### config.mk
export PLATFORM = sky130hd
export DESIGN_NAME = ccl_lockdown_ctrl
export DESIGN_NICKNAME = d
export VERILOG_FILES = /design/src/ccl_pkg.sv /design/src/ccl_lock_unit.sv /design/src/ccl_lockdown_ctrl.sv
export SDC_FILE = /design/constraint.sdc
export NUM_CORES = 1
export LEC_CHECK = 0
export BUFFER_PORTS_ARGS = -buffer_cell sky130_fd_sc_hd__buf_2
export CORE_MARGIN = 4
export CORE_UTILIZATION = 53
export DETAILED_ROUTE_END_ITERATION = 10
export PLACE_DENSITY = 0.94
export SETUP_SLACK_MARGIN = 0.3
export SKIP_LAST_GASP = 1
export SLEW_MARGIN = 20
export SYNTH_ARGS = -nofsm -noshare
export SYNTH_HDL_FRONTEND = slang
export SYNTH_SLANG_ARGS = --single-unit
export TNS_END_PERCENT = 100
### constraint.sdc
create_clock -name hclk -period 4.3 [get_ports hclk]
set_clock_uncertainty 0.2 [all_clocks]
set_input_delay 0.86 -clock hclk [delete_from_list [all_inputs] [get_ports hclk]]
set_output_delay 0.86 -clock hclk [all_outputs]
set_load 0.05 [all_outputs]
### src/ccl_pkg.sv
package ccl_pkg;

   // ---------------------------------------------------------------
   // Cache geometry
   // ---------------------------------------------------------------
   localparam int unsigned SEGMENTS      = 4;
   localparam int unsigned LINES_PER_SEG = 64;
   localparam int unsigned WORDS_PER_LN  = 4;
   localparam int unsigned SEG_BYTES     = 1024;
   localparam int unsigned SEG_W         = 2;
   localparam int unsigned IDX_W         = 6;
   localparam logic [5:0]  LAST_LINE     = 6'h3f;

   // ---------------------------------------------------------------
   // Address fields of a linefill request
   // ---------------------------------------------------------------
   localparam int unsigned SEG_LSB  = 4;
   localparam int unsigned LINE_LSB = 4;

   // ---------------------------------------------------------------
   // Register map, byte addresses
   // ---------------------------------------------------------------
   localparam logic [7:0] OFS_DLOCKDOWN = 8'h00;
   localparam logic [7:0] OFS_ILOCKDOWN = 8'h04;
   localparam logic [7:0] OFS_IPREFETCH = 8'h08;
   localparam logic [7:0] OFS_STATUS    = 8'h0c;

   // ---------------------------------------------------------------
   // Field positions and reset values
   // ---------------------------------------------------------------
   localparam logic [31:0] LOCK_IDX_MASK   = 32'h0000_003f;
   localparam int unsigned LOCK_EN_BIT     = 31;
   localparam int unsigned ST_DVICT_LSB    = 0;
   localparam int unsigned ST_IVICT_LSB    = 8;
   localparam int unsigned ST_DLOCK_BIT    = 16;
   localparam int unsigned ST_ILOCK_BIT    = 17;
   localparam int unsigned ST_DBUSY_BIT    = 18;
   localparam int unsigned ST_IBUSY_BIT    = 19;
   localparam logic [31:0] LOCKDOWN_RST    = 32'h0000_0000;
   localparam logic [5:0]  VICTIM_RST      = 6'h00;
   localparam logic [31:0] PREFETCH_RST    = 32'h0000_0000;

   // ---------------------------------------------------------------
   // Helpers
   // ---------------------------------------------------------------
   function automatic logic [1:0] ccl_seg_of(input logic [31:0] addr);
      ccl_seg_of = addr[SEG_LSB +: SEG_W];
   endfunction

   function automatic logic [31:0] ccl_line_base(input logic [31:0] addr);
      ccl_line_base = {addr[31:LINE_LSB], 4'h0};
   endfunction

endpackage

### src/ccl_lock_unit.sv
// One cache's lockdown register, victim counter and linefill steering.
module ccl_lock_unit
   import ccl_pkg::*;
(
   // Clock and reset
   input  wire logic        hclk,
   input  wire logic        hresetn,
   // Lockdown register write
   input  wire logic        lock_we,
   input  wire logic [31:0] lock_wdata,
   // Miss from the core side
   input  wire logic        miss_valid,
   input  wire logic [31:0] miss_addr,
   output      logic        miss_ready,
   // Linefill toward external memory
   output      logic        fill_valid,
   input  wire logic        fill_ready,
   output      logic [31:0] fill_addr,
   output      logic [1:0]  fill_seg,
   output      logic [5:0]  fill_line,
   output      logic        fill_locked,
   // State for software
   output      logic        lock_en,
   output      logic [5:0]  lock_idx,
   output      logic [5:0]  victim
);

   logic        lock_en_r,  lock_en_nxt;
   logic [5:0]  lock_idx_r, lock_idx_nxt;
   logic [5:0]  floor_r,    floor_nxt;
   logic [5:0]  victim_r,   victim_nxt;
   logic        fvalid_r;
   logic [31:0] faddr_r;
   logic [1:0]  fseg_r;
   logic [5:0]  fline_r;
   logic        flock_r;

   wire         take_miss = miss_valid && miss_ready;
   wire         fill_done = fvalid_r && fill_ready;
   wire [5:0]   dest_line = lock_en_r ? lock_idx_r : victim_r;
   wire [5:0]   victim_wrap = (victim_r == LAST_LINE) ? floor_r : victim_r + 6'h01;

   // ------------------------------------------------------------
   // Lockdown register and victim range
   // ------------------------------------------------------------
   assign lock_en_nxt  = lock_we ? lock_wdata[LOCK_EN_BIT] : lock_en_r;
   assign lock_idx_nxt = lock_we ? lock_wdata[IDX_W-1:0] : lock_idx_r;
   // Clearing lock mode with index N fences off lines below N.
   assign floor_nxt    = (lock_we && !lock_wdata[LOCK_EN_BIT]) ? lock_wdata[IDX_W-1:0] : floor_r;

   // The victim only advances on unlocked fills and never drops below the floor.
   always_comb
   begin
      victim_nxt = victim_r;
      if (lock_we && !lock_wdata[LOCK_EN_BIT])
      begin
         victim_nxt = lock_wdata[IDX_W-1:0];
      end
      else if (take_miss && !lock_en_r)
      begin
         victim_nxt = victim_wrap;
      end
   end

   always_ff @(posedge hclk or negedge hresetn)
   begin
      if (!hresetn)
      begin
         lock_en_r  <= 1'b0;
         lock_idx_r <= LOCKDOWN_RST[IDX_W-1:0];
         floor_r    <= VICTIM_RST;
         victim_r   <= VICTIM_RST;
      end
      else
      begin
         lock_en_r  <= lock_en_nxt;
         lock_idx_r <= lock_idx_nxt;
         floor_r    <= floor_nxt;
         victim_r   <= victim_nxt;
      end
   end

   // ------------------------------------------------------------
   // Linefill request, held until the memory side accepts it
   // ------------------------------------------------------------
   always_ff @(posedge hclk or negedge hresetn)
   begin
      if (!hresetn)
      begin
         fvalid_r <= 1'b0;
         faddr_r  <= 32'h0000_0000;
         fseg_r   <= 2'h0;
         fline_r  <= 6'h00;
         flock_r  <= 1'b0;
      end
      else if (take_miss)
      begin
         fvalid_r <= 1'b1;
         faddr_r  <= ccl_line_base(miss_addr);
         fseg_r   <= ccl_seg_of(miss_addr);
         fline_r  <= dest_line;
         flock_r  <= lock_en_r;
      end
      else if (fill_done)
      begin
         fvalid_r <= 1'b0;
      end
   end

   assign miss_ready  = !fvalid_r;
   assign fill_valid  = fvalid_r;
   assign fill_addr   = faddr_r;
   assign fill_seg    = fseg_r;
   assign fill_line   = fline_r;
   assign fill_locked = flock_r;
   assign lock_en     = lock_en_r;
   assign lock_idx    = lock_idx_r;
   assign victim      = victim_r;

endmodule // ccl_lock_unit

### src/ccl_lockdown_ctrl.sv
// Functional notes
// - Each cache has four segments of 64 four-word lines, 1KB each.
// - Locking works per line index across all four segments: 16 words.
// - Locked lines grow upward from zero; at most 63 of 64 lines locked.
// - Data and instruction caches each have their own lock bit and index.
// - Line index is the low six bits of the lockdown register.
// - Lock enable is bit 31 of the lockdown register.
// - In data lock mode a load miss fills the line at the lock index.
// - Each 16-byte address step selects the next segment, same line index.
// - Prefetch write drives the instruction address bus and forces an access.
// - Reading instruction lockdown register returns the current line index.
// - After lock clears with index N, victims stay within N to 63.
//
// The placing of the registers and the AHB-Lite register port were decided locally.
module ccl_lockdown_ctrl
   import ccl_pkg::*;
(
   // Clock and reset
   input  wire logic        hclk,
   input  wire logic        hresetn,
   // AHB-Lite slave
   input  wire logic        hsel,
   input  wire logic [31:0] haddr,
   input  wire logic [1:0]  htrans,
   input  wire logic        hwrite,
   input  wire logic [2:0]  hsize,
   input  wire logic [31:0] hwdata,
   input  wire logic        hready,
   output      logic [31:0] hrdata,
   output      logic        hreadyout,
   output      logic        hresp,
   // Data side: load misses from the core
   input  wire logic        dmiss_valid,
   input  wire logic [31:0] dmiss_addr,
   output      logic        dmiss_ready,
   // Data linefill toward external memory
   output      logic        dfill_valid,
   input  wire logic        dfill_ready,
   output      logic [31:0] dfill_addr,
   output      logic [1:0]  dfill_seg,
   output      logic [5:0]  dfill_line,
   output      logic        dfill_locked,
   // Instruction address bus, forced by prefetch
   output      logic [31:0] iabus_addr,
   output      logic        iabus_force,
   // Instruction side: misses from the core
   input  wire logic        imiss_valid,
   input  wire logic [31:0] imiss_addr,
   output      logic        imiss_ready,
   // Instruction linefill toward external memory
   output      logic        ifill_valid,
   input  wire logic        ifill_ready,
   output      logic [31:0] ifill_addr,
   output      logic [1:0]  ifill_seg,
   output      logic [5:0]  ifill_line,
   output      logic        ifill_locked
);

   // ---------------------------------------------------------------
   // Geometry checks
   // ---------------------------------------------------------------
   // The index width and segment select must describe the cache exactly;
   // a mismatch here would silently alias lines.
   localparam int unsigned SEG_WORDS = LINES_PER_SEG * WORDS_PER_LN;
   localparam int unsigned CHK_BYTES = SEG_WORDS * 4;

   initial
   begin
      if (CHK_BYTES != SEG_BYTES || (1 << IDX_W) != LINES_PER_SEG || (1 << SEG_W) != SEGMENTS)
      begin
         $error("cache geometry constants are inconsistent");
      end
   end

   // ---------------------------------------------------------------
   // Bus address phase
   // ---------------------------------------------------------------
   logic        dph_valid_r;
   logic        dph_write_r;
   logic [7:0]  dph_addr_r;
   logic        rd_wait_r;
   logic [31:0] hrdata_r;

   // The address phase is only registered while the slave is ready, so a
   // read that is still waiting keeps its own offset and direction.
   wire         addr_take = hsel && htrans[1] && hready;

   always_ff @(posedge hclk or negedge hresetn)
   begin
      if (!hresetn)
      begin
         dph_valid_r <= 1'b0;
         dph_write_r <= 1'b0;
         dph_addr_r  <= 8'h00;
      end
      else if (hreadyout)
      begin
         dph_valid_r <= addr_take;
         dph_write_r <= hwrite;
         dph_addr_r  <= {haddr[7:2], 2'b00};
      end
   end

   // ---------------------------------------------------------------
   // Bus data phase decode
   // ---------------------------------------------------------------
   // Only address bits 7 to 2 are decoded, so the four registers repeat every
   // 256 bytes throughout the window that the system decoder gives this slave.
   function automatic logic reg_hit
   (
      input logic [7:0] a,
      input logic [7:0] ofs
   );
      return a == ofs;
   endfunction

   wire         wr_phase   = dph_valid_r && dph_write_r;
   wire         rd_phase   = dph_valid_r && !dph_write_r;
   wire         hit_dlock  = reg_hit(dph_addr_r, OFS_DLOCKDOWN);
   wire         hit_ilock  = reg_hit(dph_addr_r, OFS_ILOCKDOWN);
   wire         hit_ipref  = reg_hit(dph_addr_r, OFS_IPREFETCH);
   wire         hit_status = reg_hit(dph_addr_r, OFS_STATUS);

   // ---------------------------------------------------------------
   // Register write strobes
   // ---------------------------------------------------------------
   // Writes to the status word or to an unmapped offset are dropped
   // quietly, since a lockdown sequence never writes there.
   wire         dlock_we   = wr_phase && hit_dlock;
   wire         ilock_we   = wr_phase && hit_ilock;
   wire         ipref_we   = wr_phase && hit_ipref;

   // ---------------------------------------------------------------
   // Read wait state
   // ---------------------------------------------------------------
   // Reads take one wait state so that a write just before them is
   // already in the registers when the read data are sampled. The cost
   // is one cycle per read, which is harmless for a setup-time block.
   wire         rd_first   = rd_phase && !rd_wait_r;

   always_ff @(posedge hclk or negedge hresetn)
   begin
      if (!hresetn)
      begin
         rd_wait_r <= 1'b0;
      end
      else
      begin
         rd_wait_r <= rd_first;
      end
   end

   assign hreadyout = !rd_first;
   assign hresp     = 1'b0;

   // ---------------------------------------------------------------
   // Per-cache lockdown units
   // ---------------------------------------------------------------
   // The two caches are independent: each keeps its own lockdown word,
   // victim range and outstanding linefill.
   logic        d_lock_en;
   logic [5:0]  d_lock_idx;
   logic [5:0]  d_victim;
   logic        i_lock_en;
   logic [5:0]  i_lock_idx;
   logic [5:0]  i_victim;

   ccl_lock_unit u_dcache_lock
   (
      .hclk        (hclk),
      .hresetn     (hresetn),
      .lock_we     (dlock_we),
      .lock_wdata  (hwdata),
      .miss_valid  (dmiss_valid),
      .miss_addr   (dmiss_addr),
      .miss_ready  (dmiss_ready),
      .fill_valid  (dfill_valid),
      .fill_ready  (dfill_ready),
      .fill_addr   (dfill_addr),
      .fill_seg    (dfill_seg),
      .fill_line   (dfill_line),
      .fill_locked (dfill_locked),
      .lock_en     (d_lock_en),
      .lock_idx    (d_lock_idx),
      .victim      (d_victim)
   );

   ccl_lock_unit u_instruction_cache_lock
   (
      .hclk        (hclk),
      .hresetn     (hresetn),
      .lock_we     (ilock_we),
      .lock_wdata  (hwdata),
      .miss_valid  (imiss_valid),
      .miss_addr   (imiss_addr),
      .miss_ready  (imiss_ready),
      .fill_valid  (ifill_valid),
      .fill_ready  (ifill_ready),
      .fill_addr   (ifill_addr),
      .fill_seg    (ifill_seg),
      .fill_line   (ifill_line),
      .fill_locked (ifill_locked),
      .lock_en     (i_lock_en),
      .lock_idx    (i_lock_idx),
      .victim      (i_victim)
   );

   // ---------------------------------------------------------------
   // Instruction prefetch
   // ---------------------------------------------------------------
   // The forced access is a one-cycle pulse; the instruction cache
   // reports the resulting miss back on the miss port, which then
   // fills under the current instruction lock state.
   logic [31:0] iabus_addr_r;
   logic        iabus_force_r;

   always_ff @(posedge hclk or negedge hresetn)
   begin
      if (!hresetn)
      begin
         iabus_addr_r  <= PREFETCH_RST;
         iabus_force_r <= 1'b0;
      end
      else
      begin
         iabus_force_r <= ipref_we;
         if (ipref_we)
         begin
            iabus_addr_r <= hwdata;
         end
      end
   end

   assign iabus_addr  = iabus_addr_r;
   assign iabus_force = iabus_force_r;

   // ---------------------------------------------------------------
   // Read data
   // ---------------------------------------------------------------
   // Both lockdown registers share one layout, so software can add one to
   // the index it reads back and write the word straight back again.
   function automatic logic [31:0] lock_word
   (
      input logic       en,
      input logic [5:0] idx
   );
      logic [31:0] w;
      w              = LOCKDOWN_RST;
      w[LOCK_EN_BIT] = en;
      w[IDX_W-1:0]   = idx;
      return w;
   endfunction

   // The victim counters and fill flags are there for debugging only;
   // a lockdown sequence never needs them.
   function automatic logic [31:0] status_word
   (
      input logic [5:0] dvict,
      input logic [5:0] ivict,
      input logic       dlock,
      input logic       ilock,
      input logic       dbusy,
      input logic       ibusy
   );
      logic [31:0] w;
      w                        = 32'h0000_0000;
      w[ST_DVICT_LSB +: IDX_W] = dvict;
      w[ST_IVICT_LSB +: IDX_W] = ivict;
      w[ST_DLOCK_BIT]          = dlock;
      w[ST_ILOCK_BIT]          = ilock;
      w[ST_DBUSY_BIT]          = dbusy;
      w[ST_IBUSY_BIT]          = ibusy;
      return w;
   endfunction

   wire [31:0] dlock_rd  = lock_word(d_lock_en, d_lock_idx);
   wire [31:0] ilock_rd  = lock_word(i_lock_en, i_lock_idx);
   wire [31:0] status_rd = status_word(d_victim, i_victim, d_lock_en, i_lock_en, dfill_valid, ifill_valid);
   wire [31:0] rd_mux    = hit_dlock  ? dlock_rd  :
                           hit_ilock  ? ilock_rd  :
                           hit_ipref  ? iabus_addr_r :
                           hit_status ? status_rd : 32'h0000_0000;

   // Read data are taken in the stalled first cycle of a read and then
   // stand until the next read, so the bus always sees a settled value.
   always_ff @(posedge hclk or negedge hresetn)
   begin
      if (!hresetn)
      begin
         hrdata_r <= 32'h0000_0000;
      end
      else if (rd_first)
      begin
         hrdata_r <= rd_mux;
      end
   end

   assign hrdata = hrdata_r;

endmodule // ccl_lockdown_ctrl

==> metrics.txt, run 1 <==
status=completed; Max Transition Viols Final=0; share of cells above drive strength 1=49.6%; area delta synth->final=24.7%; number of remaining DRC errors=0; # fillers=1008; reg2reg path depth=4; Worst setup SP type=flip-flop; ys async rst share=100%; Worst path depth=4; Psw=2.04 mW; Seq. cell area=4600 µm²; Min-Delay Startpoint=dph_addr_r[7]; Clock Tree Root=clkbuf_16; internal power=3.36 mW; hold buffer count at CTS=0; Final setup viols=0; largest net degree at the start of global routing=93; synth top area cells=dfrtp_1 (60%), mux2_2 (14%), a22o_1 (2.5%); min cycle time layout=2.66 ns; clock slew at reported path FFs=0.07 ns; clk sinks=184; setup tns final=0 ns; relative slew slack=36.5%; largest area contributor in the netlist=dfrtp_1; gp weighted congestion=0.867; count of input and output buffers=247; Data required, critical path=4.41 ns; Hold Crit Class=flip-flop to flip-flop; DIE HEIGHT=128 µm; Synth Area in Simple Gates=6.65%; Clk Latency, worst-skew pair=0.42 ns; DR WL/cell=17.6 µm; crit-path cells=or4_4, nor3_4, buf_4, mux2_2; Seq cells post-synth=184; Synth Flop Type=dfrtp_1; pwr dens=565 nW/µm²; Initial Util=54.7%; CTS Buffer Depth=2; multi-input logic area=2710 µm²; Sw Ratio=37.8%; post-synth top area share=60.2%; mux share of post-synthesis cell area=19.3%; row count=43; initial antenna violation count=1; sequential element share of the synthesized area=60.2%; EDFF count, synth=0; largest family of logic cells by synthesized area=multiplexers; Synth Area in Adders=0.327%; Die X=128 µm; Pre-antenna DRT Iters=6; Synth Area in XOR/XNOR=0%; Syn. warnings=0; vias per inst=5.43; worst endpoint data arrival time=2.76 ns; core footprint=14000 µm²; final core occ=68.2%; number of global-route vias before repair=5579; worst flop-to-flop path endpoint=iabus_addr[7]; Critical R2R Launch=dph_addr_r[7]; CTS tree=yes; Synth cell types=48; worst slew pin tran=0.950 ns; diode count=0; grt ovf=0; hold path cells=2; period utilisation layout=61.8%; Leakage Power=5.02 nW; post-cts sizing count=0; CP endpoint kind=flip-flop; DR iter-0 viols=370; hpwl dp=12.9 mm; vias=5404; Hold Path Sink=dph_addr_r[7]; Buf+Inv Stages, Crit Path=1; Comb pwr share=29.6%; H-tree levels=4; slowest library cell on the worst path=or4_4; CTS Buf Count=17; Fmax achieved=376 MHz; Synth Cell Area=7650 µm²; Crit Path Max Fanout=27; crit-path leading delay family=simple AND/OR/NAND/NOR gates; first-pass GRT wire length=28.3 mm; max_cap viols=0; RSZ-0062 raised after global routing=false; kind of critical path=flip-flop to flip-flop; die area=16400 µm²; average cell area after synthesis=13.5 µm²; r2r setup slk=1.64 ns; clock power share=28.7%; overall power=5.40 mW; Tot GR Track Use=21.8%; Largest stage delay, worst path=0.66 ns; setup repair bufs after CTS=0; Syn Inst Count=566; Routed Antenna Nets=0; overall routed net length=17.5 mm; register share of total power=41.7%; Ports=295; Max VDD drop=0.381 mV; Nets=948; complex-gate fraction of the synthesized area=8.68%; final hold violations=0
[cells in the final DEF, fill, tap and decap left out, drive strengths merged, types with 2 or more instances in the layout]
cell type | netlist | final
buf | 24 | 254
dfrtp | 184 | 184
mux2 | 102 | 102
nand2 | 48 | 48
o21ai | 35 | 35
inv | 27 | 32
a22o | 22 | 22
clkbuf | 19 | 19
mux2i | 17 | 17
a222oi | 10 | 10
a21oi | 9 | 9
conb | 1 | 9
nand3 | 7 | 7
nor2 | 7 | 7
mux4 | 6 | 6
and3 | 5 | 5
o31ai | 5 | 5
nor4 | 4 | 4
and2 | 3 | 3
a41o | 3 | 3
clkinv | 0 | 3
or3b | 2 | 2
nor3b | 2 | 2
a311oi | 2 | 2
nand4 | 2 | 2
ha | 2 | 2
clkinvlp | 0 | 2
bufinv | 0 | 2
nor3 | 2 | 2
[registers in the layout, indices dropped and copies added (netlist names), 27 cells and up]
signal / cells
hrdata: 32
iabus_addr: 32
u_dcache_lock.fill_addr: 27
u_instruction_cache_lock.fill_addr: 27
[cell families (layout without fill, tap and decap cells)]
group,Yosys count,after routing
AND/OR/NAND/NOR,90,90
AO/OA/AOI/OAI,94,94
adder cells (fa/ha/maj),2,2
buffers and inverters,70,312
multiplexers,125,125
other,1,9
flip-flops,184,184
[power by group through the flow]
stage | clock, mW | combinational, mW | sequential (mW)
2_1_floorplan | 0 | 0.544 | 2.89
3_3_place_gp | 0 | 1.58 | 2.25
3_5_place_dp | 0 | 1.61 | 2.27
4_1_cts | 1.58 | 1.61 | 2.24
5_1_grt | 1.66 | 1.70 | 2.28
6_report | 1.55 | 1.60 | 2.25
[synthesized netlist by cell type (3+ instances only)]
cell type	count
nor2_1	7
inv_1	27
nor4_4	4
nand3_1	7
clkbuf_1	19
o31ai_1	5
a21oi_1	9
a222oi_1	10
mux2_4	6
buf_4	14
buf_6	7
a41o_1	3
a22o_1	22
and2_1	3
dfrtp_1	184
mux4_2	6
mux2i_1	17
mux2_2	95
o21ai_0	35
nand2_1	48
and3_1	5
[metrics by stage]
step	area (µm²)	cells	hold slack [ns]	setup slack (ns)
detailed placement	8950	965	0.274	1.62
finish	9540	996	0.290	1.64
global placement	8950	965	0.253	1.63
floorplan	7680	574	0.240	1.69
CTS	9540	996	0.290	1.64
global route	9540	996	0.312	1.57
[final cells by class]
type,instances,share of cell area (%)
Tap cell,180,2.36
Inverter,27,1.06
Timing Repair Buffer,254,13.7
Multi-Input combinational cell,320,28.4
Sequential cell,184,48.2
Clock inverter,12,1.44
Clock buffer,19,4.75
[how the worst max path moves through the flow]
stage,to,start
2_1_floorplan,hreadyout,dph_valid_r
6_report,iabus_addr[7],dph_addr_r[7]
5_1_grt,iabus_addr[14],dph_addr_r[7]
4_1_cts,hreadyout,dph_write_r
3_3_place_gp,u_dcache_lock.victim[0],dmiss_valid
3_5_place_dp,u_dcache_lock.victim[0],dmiss_valid
[worst min-delay path, cell delays in order (launching register included)]
cell and delay, ns:
dfrtp_1 0.35, nand2_1 0.05, nand2_1 0.05
[metal layers]
metal / share of wire [%] / vias up / GRT usage, %
met5: 0.040 / - / 0
met4: 1.6 / 2 / 7.12
met3: 8.9 / 24 / 6.75
li1: - / 2486 / -
met2: 49 / 237 / 35.8
met1: 40 / 2655 / 27.8
Power figures use the tool's default switching activity.
==> run 2, diff against run 1 <==
--- a/config.mk
+++ b/config.mk
@@ -7,9 +7,9 @@
 export LEC_CHECK = 0
 export BUFFER_PORTS_ARGS = -buffer_cell sky130_fd_sc_hd__buf_2
 export CORE_MARGIN = 4
-export CORE_UTILIZATION = 53
+export CORE_UTILIZATION = 49
 export DETAILED_ROUTE_END_ITERATION = 10
-export PLACE_DENSITY = 0.94
+export PLACE_DENSITY = 0.88
 export SETUP_SLACK_MARGIN = 0.3
 export SKIP_LAST_GASP = 1
 export SLEW_MARGIN = 20
==> constraint.sdc (replaced) <==
create_clock -name hclk -period 2.5 [get_ports hclk]
set_clock_uncertainty 0.2 [all_clocks]
set_input_delay 0.5 -clock hclk [delete_from_list [all_inputs] [get_ports hclk]]
set_output_delay 0.5 -clock hclk [all_outputs]
set_load 0.05 [all_outputs]
==> run 2 against run 1 <==
Net effect:
- global-route usage fell by 0.73 points
- non-clock buffer count rose by 24
- register-to-register slack got worse by 1.4 ns
- die area rose by 7.6%
- wire length rose by 8.6%
- critical path depth rose by 1
- sequential power rose by 72%
- combinational power rose by 76%
- maximum frequency rose by 20%
- core utilization fell by 3.8 points
- power rose by 74%
- largest cell class unchanged
==> metrics.txt, run 2 (synthesized netlist as in run 1, its figures left out) <==
Worst setup SP type=flip-flop (unchanged); crit-path cells=or4_4, buf_6, nor4_4, buf_2, o21ai_0 (was or4_4, nor3_4, buf_4, mux2_2); CP endpoint kind=flip-flop (unchanged); vias per inst=5.38 (was 5.43); area delta synth->final=28.3% (was 24.7%); Fmax achieved=450 MHz (was 376 MHz); vias=5659 (was 5404); CTS Buf Count=17 (unchanged); Clk Latency, worst-skew pair=0.42 ns (about the same); Post-DP Area=9150 µm² (was 8950 µm²); crit-path leading delay family=simple AND/OR/NAND/NOR gates (unchanged); Nets=972 (was 948); pwr dens=956 nW/µm² (was 565 nW/µm²); Hold Crit Class=input pin to flip-flop (was flip-flop to flip-flop); min cycle time layout=2.22 ns (was 2.66 ns); setup tns final=0 ns (unchanged); Routed Antenna Nets=0 (unchanged); grt ovf=0 (unchanged); most frequent cells in the layout=buf_2 (248), dfrtp_1 (183), mux2_2 (95) (was buf_2 (246), dfrtp_1 (184), mux2_2 (95)); DR iter-0 viols=350 (was 370); largest net degree at the start of global routing=53 (was 93); H-tree levels=4 (unchanged); final hold violations=0 (unchanged); Leakage Power=5.16 nW (was 5.02 nW); slowest library cell on the worst path=or4_4 (unchanged); Final Cell Area=9820 µm² (was 9540 µm²); Max Transition Viols Final=0 (unchanged); Tot GR Track Use=21.1% (was 21.8%); max_cap viols=0 (unchanged); first-pass GRT wire length=29.9 mm (was 28.3 mm); kind of critical path=flip-flop to flip-flop (unchanged); Initial Util=50.2% (was 54.7%); DR WL/cell=18.1 µm (was 17.6 µm); r2r setup slk=0.28 ns (was 1.64 ns); Clock Tree Root=clkbuf_16 (unchanged); initial antenna violation count=1 (unchanged); Crit Path Max Fanout=9 (was 27); number of remaining DRC errors=0 (unchanged); core footprint=15300 µm² (was 14000 µm²); row count=45 (was 43); Data required, critical path=2.60 ns (was 4.41 ns); worst endpoint data arrival time=2.32 ns (was 2.76 ns); RSZ-0062 raised after global routing=true (was false); hpwl dp=13.7 mm (was 12.9 mm); Buf+Inv Stages, Crit Path=2 (was 1); overall power=9.39 mW (was 5.40 mW); Ports=295 (unchanged); # fillers=1151 (was 1008); Pre-antenna DRT Iters=5 (was 6); share of cells above drive strength 1=50.8% (was 49.6%); count of input and output buffers=247 (unchanged); die area=17700 µm² (was 16400 µm²); number of global-route vias before repair=5726 (was 5579); Largest stage delay, worst path=0.61 ns (was 0.66 ns); CTS tree=yes (unchanged); gp weighted congestion=0.848 (was 0.867); worst slew pin tran=0.566 ns (was 0.950 ns); overall routed net length=19.1 mm (was 17.5 mm); Max VDD drop=0.676 mV (was 0.381 mV); diode count=0 (unchanged); Die X=133 µm (was 128 µm); relative slew slack=62.3% (was 36.5%); CTS Buffer Depth=2 (unchanged); non-filler cells, final=1051 (was 996); Inst Count DP=1012 (was 965); DIE HEIGHT=133 µm (was 128 µm); clock slew at reported path FFs=0.07 ns (about the same); Final setup viols=0 (unchanged); period utilisation layout=88.8% (was 61.8%); commonest non-fill, non-tap cell in the layout=buf_2 (unchanged); clk sinks=184 (unchanged); status=completed (unchanged)
==> run 2: cell count changes in the layout (fill, tap and decap cells not counted), moves of 2 or more <==
cell	before	now
clkbuf_1	0	3
buf_2	246	248
inv_6	5	1
buf_4	6	21
buf_6	1	4
buf_12	1	4
==> run 2: area by class of cell <==
cell class / instances / area, µm² / area share (%)
inverter: 27 / 105 / 1.07
clock buffer: 21 / 450 / 4.59
sequential: 184 / 4610 / 46.9
clock inverter: 10 / 145 / 1.48
timing repair buffer: 278 / 1530 / 15.6
multi-input combinational: 320 / 2720 / 27.7
tap: 211 / 264 / 2.69
==> run 2: layer usage <==
layer	wire length [µm]	global-route usage, %
met1	7420	25.9
met2	9700	35.8
met3	1470	6.54
met4	454	6.47
met5	12	0
==> run 2: worst paths after layout <==
check | start | end | cells past startpoint
worst max-delay path | dph_addr_r[7] | u_instruction_cache_lock.victim[2] | 5
worst min-delay path | ifill_ready | u_instruction_cache_lock.fill_valid | 2
worst max register to register | dph_addr_r[7] | u_instruction_cache_lock.victim[2] | 5
worst min register to register | u_instruction_cache_lock.fill_line[0] | u_instruction_cache_lock.fill_line[0] | 2
max in group asynchronous | hresetn | hrdata[26] | 3
min in group asynchronous | hresetn | iabus_addr[9] | 2
==> run 2: timing repair <==
| item | 4_1_cts | 5_1_grt |
|---|---|---|
| buffers inserted | 3 | 1 |
| hold buffers | 1 | 0 |
| resized for setup | 4 | 3 |
| setup endpoints to repair | 63 | 23 |
| endpoints found under the hold margin | 47 | 0 |
| cloned | 1 | 2 |
| pin swaps | 3 | 0 |
==> run 2: stage by stage <==
| step | setup slack, ns | hold slack [ns] | util, % |
|---|---|---|---|
| after detailed placement | 0.249 | 0.265 | 60.0 |
| after CTS | 0.260 | 0.0402 | 64.2 |
| after global placement | 0.253 | 0.251 | 60.0 |
| after global routing | 0.255 | 0.0311 | 64.4 |
| after floorplan | 0.305 | 0.00441 | - |
| final | 0.280 | 0.0560 | 64.4 |
==> run 2: power breakdown <==
group / switching [mW] / internal [mW] / total (mW)
combinational: 2.00 / 0.826 / 2.82
clock: 1.11 / 1.61 / 2.71
sequential: 0.417 / 3.44 / 3.86
